**config.mk**
```make
export PLATFORM = sky130hd
export DESIGN_NAME = odsc_core
export DESIGN_NICKNAME = d
export VERILOG_FILES = /design/src/pkg/odsc_pkg.sv /design/src/rtl/odsc_sync.sv /design/src/rtl/odsc_filter.sv /design/src/rtl/odsc_core.sv
export VERILOG_INCLUDE_DIRS = /design/src /design/src/pkg
export SDC_FILE = /design/constraint.sdc
export NUM_CORES = 1
export LEC_CHECK = 0
export CAP_MARGIN = 10
export CORE_MARGIN = 5
export CORE_UTILIZATION = 59
export CTS_BUF_LIST = sky130_fd_sc_hd__clkbuf_8
export CTS_CLUSTER_SIZE = 14
export DETAILED_ROUTE_END_ITERATION = 8
export DONT_BUFFER_PORTS = 1
export PLACE_DENSITY_LB_ADDON = 0.08
export SLEW_MARGIN = 10
export SYNTH_ARGS = -nofsm -noshare
export SYNTH_HDL_FRONTEND = slang
export SYNTH_SLANG_ARGS = --single-unit
```
**constraint.sdc**
```tcl
create_clock -name clk_i -period 1.4 [get_ports clk_i]
set_input_delay 0.14 -clock clk_i [delete_from_list [all_inputs] [get_ports clk_i]]
set_output_delay 0.14 -clock clk_i [all_outputs]
set_load 0.005 [all_outputs]
```
**src/pkg/odsc_regs.svh**
```systemverilog
// timing and field constants of the octal driver serial control block
`ifndef ODSC_REGS_SVH
`define ODSC_REGS_SVH

`define ODSC_NUM_OUT 8
`define ODSC_FRAME_BITS 8
`define ODSC_CLK_MHZ 250
// filter time for outputs 1 and 2 fault status, least figure in microseconds
`define ODSC_FILT_US 15
`define ODSC_FILT_CYC (`ODSC_FILT_US * `ODSC_CLK_MHZ)
`define ODSC_CTRL_RST 8'h00

`endif

```
**src/pkg/odsc_pkg.sv**
```systemverilog
// types of the octal driver serial control block
package odsc_pkg;
    typedef enum logic [1:0] {
        ODSC_IDLE = 2'b01,
        ODSC_XFER = 2'b10
    } odsc_state_t;
endpackage

```
**src/rtl/odsc_sync.sv**
```systemverilog
// two flip-flop synchroniser for a bus of pin inputs
module odsc_sync #(
    parameter int WIDTH = 1
) (
    input wire logic clk_i,
    input wire logic sys_rst_i,
    input wire logic [WIDTH-1:0] async_i,
    output logic [WIDTH-1:0] sync_o
);
    typedef struct packed {
        logic [WIDTH-1:0] meta;
        logic [WIDTH-1:0] sync;
    } odsc_sync_state_t;

    odsc_sync_state_t s_q;
    odsc_sync_state_t s_d;

    always_comb begin
        s_d.meta = async_i;
        s_d.sync = s_q.meta;
    end

    always_ff @(posedge clk_i) begin
        if (sys_rst_i) begin
            s_q <= '0;
        end else begin
            s_q <= s_d;
        end
    end

    assign sync_o = s_q.sync;
endmodule

```
**src/rtl/odsc_filter.sv**
```systemverilog
// persistence filter: output follows input once it has held steady long enough
module odsc_filter #(
    parameter int FILT_CYC = 3750
) (
    input wire logic clk_i,
    input wire logic sys_rst_i,
    input wire logic raw_i,
    output logic filt_o
);
    typedef struct packed {
        logic [$clog2(FILT_CYC+1)-1:0] cnt;
        logic filt;
    } odsc_filt_state_t;

    odsc_filt_state_t s_q;
    odsc_filt_state_t s_d;

    always_comb begin
        s_d = s_q;
        if (raw_i == s_q.filt) begin
            s_d.cnt = '0;
        end else if (s_q.cnt == ($clog2(FILT_CYC+1))'(FILT_CYC - 1)) begin
            s_d.cnt = '0;
            s_d.filt = raw_i;
        end else begin
            s_d.cnt = s_q.cnt + 1'b1;
        end
    end

    // reset to high: a healthy output reads high
    always_ff @(posedge clk_i) begin
        if (sys_rst_i) begin
            s_q <= '{cnt: '0, filt: 1'b1};
        end else begin
            s_q <= s_d;
        end
    end

    assign filt_o = s_q.filt;
endmodule

```
**src/rtl/odsc_core.sv**
```systemverilog
// serial control and diagnostic core of an eight-channel low-side switch
`include "odsc_regs.svh"

////////////////////////////////////////////////////////////////////////////////
// Functional notes
// chip-select rising edge copies shift register into output control latches
// copy only if serial clock count since select fall is nonzero multiple of 8
// host changes chip select only while serial clock is low
// outputs 1,2 off only when parallel drive is 1 and serial bit 0
// outputs 3 to 8 follow their serial control bit
// outputs 1 to 6: overcurrent sets overload latch, output off at once
// outputs 7,8: regulate on overcurrent, thermal shutdown sets latch, output off
// outputs 1,2 status is filtered and held in a fault latch
// fault latches of outputs 1,2 clear while chip select low
// host trusts the second status read after a fault
// on output above threshold reads low status (overcurrent case)
// off output reads high above threshold, low below
// outputs 3 to 8 status goes straight to the shift register
// outputs 7,8 on and above threshold read low status
// chip-select fall parallel-loads all status bits into the shift register
// while selected, next bit appears on data out at each rising serial clock
// data in shifted in on each falling serial clock while selected
// data out released to high impedance after chip select returns high
// internal reset is external clear pin or undervoltage, either asserts it
// internal reset clears control and overload latches, all outputs off; outputs 1,2 here still turn on while parallel drive is 0
// bit for output n sits at shift position n, most significant first
module odsc_core
    import odsc_pkg::*;
#(
    parameter int NUM_OUT = `ODSC_NUM_OUT,
    parameter int FILT_CYC = `ODSC_FILT_CYC
) (
    input wire logic clk_i,
    input wire logic sys_rst_i,
    input wire logic select_low_i,
    input wire logic sclk_i,
    input wire logic sdi_i,
    output logic sdo_o,
    output logic sdo_oe_o,
    input wire logic parallel_drive_one_n_i,
    input wire logic parallel_drive_two_n_i,
    input wire logic external_clear_n_i,
    input wire logic undervoltage_i,
    input wire logic [NUM_OUT-1:0] overcurrent_i,
    input wire logic [NUM_OUT-1:0] thermal_shutdown_i,
    input wire logic [NUM_OUT-1:0] above_threshold_i,
    output logic [NUM_OUT-1:0] out_on_o,
    output logic [NUM_OUT-1:0] regulate_o,
    output logic [NUM_OUT-1:0] overload_o,
    output logic [NUM_OUT-1:0] ctrl_latch_o
);
    // outputs 1 to 6 trip on overcurrent, the rest regulate; outputs 1 and 2 are filtered
    localparam int NUM_TRIP = 6;
    localparam int NUM_FILT = 2;

    typedef struct packed {
        odsc_state_t st;
        logic sclk_prev;
        logic [2:0] bit_cnt;
        logic any_clk;
        logic [NUM_OUT-1:0] shreg;
        logic [NUM_OUT-1:0] ctrl;
        logic [NUM_OUT-1:0] ovl;
        logic [1:0] fault;
        logic sdo;
        logic sdo_oe;
    } odsc_core_state_t;

    odsc_core_state_t s_q;
    odsc_core_state_t s_d;

    // all latches clear and the serial side idle; shared by pin clear and undervoltage
    localparam odsc_core_state_t RST_STATE = '{
        st: ODSC_IDLE,
        sclk_prev: 1'b0,
        bit_cnt: 3'h0,
        any_clk: 1'b0,
        shreg: '0,
        ctrl: NUM_OUT'(`ODSC_CTRL_RST),
        ovl: '0,
        fault: 2'b00,
        sdo: 1'b0,
        sdo_oe: 1'b0
    };

    logic cs_n;
    logic sclk;
    logic sdi;
    logic pd1_n;
    logic pd2_n;
    logic ext_clr_n;
    logic [NUM_OUT-1:0] oc;
    logic [NUM_OUT-1:0] ts;
    logic [NUM_OUT-1:0] above;
    logic int_rst;
    logic [NUM_OUT-1:0] want_on;
    logic [NUM_OUT-1:0] drive_on;
    logic [NUM_OUT-1:0] status;
    logic [1:0] filt_st;
    logic [2:0] link_w;
    logic [2:0] ctl_w;
    logic [NUM_OUT-1:0] ovl_set;
    logic [NUM_OUT-1:0] status_on;
    logic [NUM_OUT-1:0] status_off;
    logic [NUM_OUT-1:0] load;
    logic [1:0] fault_set;
    logic sclk_rise;
    logic sclk_fall;
    logic frame_ok;
    logic [NUM_OUT-1:0] rx_word;

    ////////////////////////////////////////////////////////////////////////////
    // all pins pass two flip-flops before use
    // clock and data share one synchroniser so their relative timing survives it
    odsc_sync #(
        .WIDTH(3)
    ) u_sync_link (
        .clk_i(clk_i),
        .sys_rst_i(sys_rst_i),
        .async_i({select_low_i, sclk_i, sdi_i}),
        .sync_o(link_w)
    );

    // the clear reads asserted until the stages fill, which also masks a false select
    odsc_sync #(
        .WIDTH(3)
    ) u_sync_ctl (
        .clk_i(clk_i),
        .sys_rst_i(sys_rst_i),
        .async_i({parallel_drive_one_n_i, parallel_drive_two_n_i, external_clear_n_i}),
        .sync_o(ctl_w)
    );

    odsc_sync #(
        .WIDTH(NUM_OUT)
    ) u_sync_oc (
        .clk_i(clk_i),
        .sys_rst_i(sys_rst_i),
        .async_i(overcurrent_i),
        .sync_o(oc)
    );

    odsc_sync #(
        .WIDTH(NUM_OUT)
    ) u_sync_ts (
        .clk_i(clk_i),
        .sys_rst_i(sys_rst_i),
        .async_i(thermal_shutdown_i),
        .sync_o(ts)
    );

    odsc_sync #(
        .WIDTH(NUM_OUT)
    ) u_sync_above (
        .clk_i(clk_i),
        .sys_rst_i(sys_rst_i),
        .async_i(above_threshold_i),
        .sync_o(above)
    );

    assign {cs_n, sclk, sdi} = link_w;
    assign {pd1_n, pd2_n, ext_clr_n} = ctl_w;

    // undervoltage comes from on-chip logic on this clock, no synchroniser
    assign int_rst = sys_rst_i | ~ext_clr_n | undervoltage_i;

    ////////////////////////////////////////////////////////////////////////////
    // output drive and protection
    always_comb begin
        want_on = s_q.ctrl;
        // off only for drive 1 with serial bit 0
        want_on[0] = ~(pd1_n & ~s_q.ctrl[0]);
        want_on[1] = ~(pd2_n & ~s_q.ctrl[1]);
    end

    genvar g;
    generate
        for (g = 0; g < NUM_OUT; g++) begin : g_out
            if (g < NUM_TRIP) begin : g_trip
                // synchronised overcurrent gates the output combinationally beside the latch, no cycle of it slips through
                assign drive_on[g] = want_on[g] & ~s_q.ovl[g] & ~oc[g];
                assign ovl_set[g] = oc[g];
                assign regulate_o[g] = 1'b0;
            end else begin : g_reg
                // lamp loads ride out inrush in regulation; only overtemperature trips them
                assign drive_on[g] = want_on[g] & ~s_q.ovl[g] & ~ts[g];
                assign ovl_set[g] = ts[g];
                assign regulate_o[g] = drive_on[g] & oc[g];
            end
            // on: above threshold means overcurrent or regulation, reads low
            assign status_on[g] = ~above[g];
            // off: below threshold means open load or short to ground, reads low
            assign status_off[g] = above[g];
            // a tripped output is off, yet its reading stays low until re-armed
            assign status[g] = ~s_q.ovl[g] & (drive_on[g] ? status_on[g] : status_off[g]);
        end
        for (g = 0; g < NUM_FILT; g++) begin : g_filt
            odsc_filter #(
                .FILT_CYC(FILT_CYC)
            ) u_filt (
                .clk_i(clk_i),
                .sys_rst_i(int_rst),
                .raw_i(status[g]),
                .filt_o(filt_st[g])
            );
            assign fault_set[g] = ~filt_st[g];
            // the latch pins a low reading until a frame has carried it out
            assign load[g] = ~s_q.fault[g] & filt_st[g];
        end
        for (g = NUM_FILT; g < NUM_OUT; g++) begin : g_direct
            assign load[g] = status[g];
        end
    endgenerate

    ////////////////////////////////////////////////////////////////////////////
    // serial frame state
    // serial clock edges as seen after the synchroniser
    assign sclk_rise = sclk & ~s_q.sclk_prev;
    assign sclk_fall = ~sclk & s_q.sclk_prev;
    // commit filter: a cut frame or a stray clock leaves the outputs alone
    assign frame_ok = s_q.any_clk && (s_q.bit_cnt == 3'h0);
    // first bit shifted in belongs to output 1
    assign rx_word = {<<{s_q.shreg}};

    always_comb begin
        s_d = s_q;
        s_d.sclk_prev = sclk;
        // fault latch: a low (fault) status is held until select goes low
        s_d.fault = s_q.fault | fault_set;
        case (s_q.st)
            ODSC_IDLE: begin
                s_d.sdo_oe = 1'b0;
                if (!cs_n) begin
                    s_d.st = ODSC_XFER;
                    s_d.shreg = {<<{load}};
                    s_d.bit_cnt = 3'h0;
                    s_d.any_clk = 1'b0;
                    s_d.sdo_oe = 1'b1;
                    s_d.sdo = load[0];
                end
            end
            ODSC_XFER: begin
                s_d.fault = 2'b00;
                if (cs_n) begin
                    s_d.st = ODSC_IDLE;
                    s_d.sdo_oe = 1'b0;
                    if (frame_ok) begin
                        s_d.ctrl = rx_word;
                        // a fresh command re-arms the protection of each output that it switches off
                        s_d.ovl = s_q.ovl & rx_word;
                    end
                end else begin
                    if (sclk_rise) begin
                        s_d.sdo = s_q.shreg[NUM_OUT-1];
                    end
                    if (sclk_fall) begin
                        s_d.shreg = {s_q.shreg[NUM_OUT-2:0], sdi};
                        s_d.bit_cnt = s_q.bit_cnt + 3'h1;
                        s_d.any_clk = 1'b1;
                    end
                end
            end
            default: begin
                s_d.st = ODSC_IDLE;
            end
        endcase
        // a trip in the commit cycle still latches: the set wins over the re-arm
        s_d.ovl = s_d.ovl | ovl_set;
    end

    // R3 is relied on: select edges never coincide with serial clock edges
    always_ff @(posedge clk_i) begin
        if (int_rst) begin
            s_q <= RST_STATE;
        end else begin
            s_q <= s_d;
        end
    end

    assign out_on_o = drive_on;
    assign overload_o = s_q.ovl;
    assign ctrl_latch_o = s_q.ctrl;
    assign sdo_o = s_q.sdo;
    assign sdo_oe_o = s_q.sdo_oe;
endmodule

```
==> Word-level counts from Yosys, hierarchy flattened <==
Index checks and enable logic that the tools add are counted.
{ "op_classes": {"bitwise_logic": 74, "reduce_logical": 13, "n_addsub": 3, "n_eq_ne": 11, "n_mux": 23} }
{ "op_table": {"columns": ["operator", "count"], "rows": [
  ["$not A1 Y1", 37],
  ["$mux W12", 3],
  ["$and A1 B1 Y1", 32],
  ["$add A12 B1 Y12 const B", 2],
  ["$eq A12 B12 Y1 const B", 2],
  ["$pmux W12 S2", 1],
  ["$mux W8", 2],
  ["$mux W1", 11],
  ["$mux W10", 1],
  ["$and A8 B8 Y8", 1],
  ["$ne A2 B2 Y1 const B", 4],
  ["$or A8 B8 Y8", 1],
  ["$pmux W2 S2", 2],
  ["$reduce_and A2 Y1", 4],
  ["$reduce_and A4 Y1", 2],
  ["$mux W2", 3],
  ["$reduce_or A3 Y1", 2],
  ["$add A3 B1 Y3 const B", 1],
  ["$logic_not A3 Y1", 1],
  ["$reduce_and A3 Y1", 1],
  ["$eq A1 B1 Y1", 2],
  ["$eq A2 B1 Y1 const B", 1],
  ["$eq A2 B2 Y1 const B", 1],
  ["$ne A2 B1 Y1 const B", 1],
  ["other kinds (5)", 6]
]} }
{ "word_totals": {"elab_cells": 148, "ff_bits": 121, "in_bits": 33, "output_inout_bits": 34} }

==> Longest topological paths before layout <==
{ "logic_depth": {"ltp_word": 10, "depth_mapped": 7, "depth_no_buf": 6} }

==> Modules after synthesis <==
From an unflattened synthesis, not the netlist that was laid out.
{ "hier_totals": {"hier_cells": 468, "hier_area_um2": 4707.0} }
{ "by_module_without_submodules": {"columns": ["module", "seq_area_each_um2", "cells_per_inst", "area_each_um2", "instances"], "rows": [
  ["odsc_core", 700.7, 209, 1765.4, 1],
  ["odsc_sync at u_sync_above ...", 320.3, 33, 464.2, 3],
  ["odsc_filter", 260.2, 68, 616.8, 2],
  ["odsc_sync at u_sync_ctl ...", 120.1, 12, 157.7, 2]
]} }

==> Worst setup path after synthesis <==
Ideal clock, no wire load.
{ "synth_timing": {"path_type": "register -> register", "start": "register g_filt[1].u_filt.s_q[7] (netlist name)", "end": "register g_filt[1].u_filt.s_q[10] (netlist name)", "arrival_ps": 1353, "slack_ps": -83, "period_less_slack_ps": 1483, "required_time_ps": 1270, "setup_time_ps": 130, "n_path_buf": 1, "path_stages_with_launch": 6, "cell_sequence": "dfxtp_1 or3_1 nor4_1 nand2b_1 buf_4 a211oi_2"} }
{ "synth_between": {"elab_chain_len": 2, "word_cells_on_any_way": 3, "cone_classes": "add/sub (1); eq/ne (1); reduce/logical (1)"} }
{ "synth_rtl": {"columns": ["element", "line", "text"], "rows": [
  ["start: declaration", "odsc_filter.sv:15", "odsc_filt_state_t s_q;"],
  ["start signal: assignment", "odsc_filter.sv:33", "s_q <= '{cnt: '0, filt: 1'b1};"],
  ["parallel branches: the longest is 2 deep, another holds $add A12 B1 Y12", null, null]
]} }
Parallel ways; which one is timed is not known.
A chain may end at the register's enable or synchronous reset.

==> Final worst setup path <==
{ "layout_timing": {"start": "register u_sync_ctl.s_q, in the netlist u_sync_ctl.sync_o[2]", "end": "register g_filt[0].u_filt.s_q[6] (netlist name)"} }
{ "layout_between": {"elab_chain_len": 8} }
{ "layout_rtl": {"columns": ["element", "line", "text"], "rows": [
  ["start: declaration", "odsc_sync.sv:15", "odsc_sync_state_t s_q;"],
  ["start signal: assignment", "odsc_sync.sv:25", "s_q <= '0;"],
  ["start signal: assignment", "odsc_sync.sv:27", "s_q <= s_d;"],
  ["$and A1 B1 Y1", "odsc_core.sv:172", "want_on[0] = ~(pd1_n & ~s_q.ctrl[0]);"],
  ["$not A1 Y1", "odsc_core.sv:172", null],
  ["$and A1 B1 Y1 (2 in a row)", "odsc_core.sv:181", "assign drive_on[g] = want_on[g] & ~s_q.ovl[g] & ~oc[g];"],
  ["$mux W1", "odsc_core.sv:195", "assign status[g] = ~s_q.ovl[g] & (drive_on[g] ? status_on[g] : status_off[g]);"],
  ["$and A1 B1 Y1", "odsc_core.sv:195", null],
  ["$eq A1 B1 Y1", "odsc_filter.sv:20", "if (raw_i == s_q.filt) begin"],
  ["$reduce_or A3 Y1 (no source line)", null, null],
  ["end signal: assignment", "odsc_filter.sv:33", null],
  ["end: declaration", "odsc_filter.sv:15", null]
]} }
Every way passes these cells.

==> run_results.csv <==
group,metric,value,unit
placed_design,gp_congestion,0.8638,
timing,setup_violations,24,
global_route,grt_start_max_net_pins,49,
die,die_h,96.47,um
setup_path,reg2reg_from,"u_sync_ctl.sync_o[2]",
die,coreArea,7253,um2
global_route,antenna_found_initial,0,
pwr,power.density,969.7,nW/um2
routing,drt_wl_total,8252,um
timing,fmax,0.6587,GHz
setup_path,setup.worst_path.end_class,"flop",
setup_path,r2r_setup_slack,-120,ps
setup_path,cp_cell_sequence,"nor2b_4, or4_4, a21o_4, buf_12, a211oi_2",
die,rows,31,
setup_path,max_stage_delay,420,ps
routing,drc,0,
timing,period_share,1.084,
timing,fin_skew,7.905,ps
final_layout,layout-drive-gt1-share,0.2877,
pwr,p_leak,2.068,nW
global_route,grt_pass1_wl,13310,um
setup_path,start_kind,"flop",
setup_path,r2r_cells,5,
clock_network,clock_sinks,109,
synth,synth_edf_count,0,
setup_path,critical_path.slowest_cell,"or4_4",
routing,antenna_left,0,
die,fp.dieW,96.47,um
die,dieArea,9306,um2
routing,vias_per_cell,5.169,
clock_network,numCtsBuffers,9,
final_layout,multiInputGateArea,2122,um2
die,start_util,0.6082,
routing,drt_iter0_drc,82,
min_path,min_delay_path_depth,3,
timing,fin_setup_tns,-2033,ps
synth,syn-cell-area,4412,um2
synth,netlist_instances,443,
clock_network,cts_tree,"built",
setup_path,cp.arrival,1810,ps
timing,rsz0062_at_grt,"true",
min_path,hold_path_end,"g_filt[1].u_filt.filt_o",
clock_network,htree_levels,3,
global_route,grt_usage,0.1846,
synth,ys_ff_latch,109,
synth,yosysUniqueCellTypes,41,
clock_network,cts_buffer_depth,2,
synth,synth_warnings,0,
final_layout,nFillCells,506,
status,failed_checks,"setup timing",
min_path,hold_start,"sys_rst_i",
synth,yosysSeqAreaShare,0.4946,
final_layout,stdcell_count,596,
placed_design,dp_cells,545,
clock_network,clk_latency,370,ps
setup_path,crit_path_start,"u_sync_ctl.sync_o[2]",
setup_path,crit_type,"reg -> reg",
setup_path,worst_ep_required_time,1690,ps
timing,setup_ws,-118.3,ps
routing,wl_per_cell,13.85,um
placed_design,dp.final_hpwl,5301,um
pwr,ir_drop,0.0008333,V
final_layout,nets,531,
global_route,grt_overflow,0,
final_layout,seqCellArea,2211,um2
placed_design,dp_slack,-106.0,ps
final_layout,diodes,0,
routing,drt-pass1-iter-count,4,
synth,async_reset_ff_frac,0,
placed_design,io_buffers,0,
setup_path,critPathMaxFanout,10,
synth,avgSynthCellArea,9.959,um2
clock_network,cts.clk_slew.worst_paths,100,ps
timing,finalMaxSlewViolations,0,
global_route,grt_pass1_vias,2911,
timing,fin_crit,1518,ps
job,maxCapViolCount,0,
routing,vias,3081,
clock_network,cts_root_buf,"clkbuf_8",
final_layout,syn_to_final_growth,25.33,%
final_layout,post-route-util,0.7623,
min_path,hold_class,"in -> reg",
synth,synth_ff_type,"dfxtp_1",
timing,hold_viol,0,
status,status,"finished, violations left",
setup_path,reg2reg_to,"g_filt[0].u_filt.s_q[6]",
pwr,power,0.005361,W
die,ios,67,
## cell type report
class                   instances  area share
clock inverters                 7     0.01245
clock buffers                   9     0.02240
repair buffers                 76      0.1475
well taps                      99     0.02240
flip-flops and latches        109      0.3999
multi-input cells             279      0.3838
inverters                      17     0.01154
## what timing repair did
action / CTS / global route
cloned: 0 / 3
buffers inserted: 0 / 5
endpoints found under the hold margin: 48 / 2
resized for setup: 9 / 59
pin swaps: 1 / 16
hold buffers: 25 / 2
setup endpoints to repair: 28 / 54
## cells in the final DEF, fill, tap and decap left out, types with 3 or more instances in the layout
master	synthesis	routed
a211oi_2	20	25
clkbuf_8	0	9
nand2b_1	9	7
nand3_1	7	5
a21oi_1	13	11
dfxtp_1	109	92
buf_12	0	9
ha_1	6	4
dfxtp_2	0	14
nand4_1	8	8
dfxtp_4	0	3
xnor2_1	12	12
buf_6	2	4
o21ai_1	0	7
xor2_1	14	14
clkbuf_16	0	3
nor2b_1	55	50
dlygate4sd3_1	0	26
nor3_1	15	13
nand2_1	17	17
o311a_1	6	6
buf_4	23	34
nor2_2	0	5
nor2_1	29	24
o21ai_0	13	6
mux2i_1	12	12
inv_1	17	17
and3_1	3	3
conb_1	1	6
nor2b_4	0	3
## state kept, by name, summed over array words and instances (netlist names), 8 cells and up
| signal | cells |
|---|---|
| ctrl_latch_o | 8 |
| g_filt.u_filt.s_q | 24 |
| overload_o | 8 |
| rx_word | 8 |
| s_q | 9 |
| u_sync_above.s_d | 8 |
| u_sync_above.sync_o | 8 |
| u_sync_oc.s_d | 8 |
| u_sync_oc.sync_o | 8 |
## routing by layer
metal	track usage	up-vias	share of wire
met2	0.3023	54	0.49
met5	0	-	0
met3	0.06352	13	0.055
met4	0.07360	0	0.018
met1	0.2223	1438	0.43
li1	-	1576	-
## cell usage after synthesis, drive strengths merged, types with 7 or more instances
| library cell | n | area (um2) |
|---|---|---|
| nor2 | 29 | 108.9 |
| dfxtp | 109 | 2182 |
| nand4 | 8 | 50.05 |
| a21oi | 13 | 65.06 |
| xnor2 | 12 | 105.1 |
| clkbuf | 11 | 41.29 |
| nand2b | 9 | 56.30 |
| nand3 | 7 | 35.03 |
| o21ai | 13 | 65.06 |
| mux2i | 12 | 120.1 |
| buf | 32 | 230.2 |
| nand2 | 17 | 63.81 |
| xor2 | 14 | 122.6 |
| a211oi | 26 | 295.3 |
| nor3 | 15 | 75.07 |
| inv | 17 | 63.81 |
| nor2b | 55 | 344.1 |
## worst max path at each step
stage	to	slack (ps)	depth (start not counted)
4_1_cts	g_filt[0].u_filt.s_q[9]	-110	4
2_1_floorplan	g_filt[1].u_filt.s_q[10]	5	6
6_report	g_filt[0].u_filt.s_q[6]	-120	5
5_1_grt	g_filt[0].u_filt.s_q[6]	-180	5
3_3_place_gp	g_filt[1].u_filt.s_q[1]	-70	4
3_5_place_dp	g_filt[1].u_filt.s_q[12]	-110	5
## power breakdown
part / internal [W] / switching (W)
combinational: 0.000214 / 0.000149
sequential: 0.00316 / 0.0000259
clock: 0.000696 / 0.00111
## worst max-delay path: cells and delay by family (launching register included)
kind	cells	cell delay (ps)
AOI/OAI and AO/OA	2	420
buffers and inverters	1	150
DFF	1	330
and+or+nand+nor	2	540
## kinds of logic (layout without fill, tap and decap cells)
logic type,after synthesis,count (layout),share of synthesized area
xor gates and xnor gates,26,26,0.05162
AOI/OAI and AO/OA,64,64,0.1214
and+or+nand+nor,164,164,0.2087
muxes,13,13,0.02978
other,1,6,0.0008500
DFF,109,109,0.4946
buffers and inverters,60,109,0.07601
adders and majority gates,6,6,0.01702
## stage by stage
stage	area, um2	hold slack (ps)
6_report	5529	29.01
5_1_grt	5529	33.19
4_1_cts	5209	14.91
3_5_place_dp	4717	215.9
3_3_place_gp	4717	216.1
2_1_floorplan	4466	268.2
Note: power is estimated with default switching activity, not from simulation.
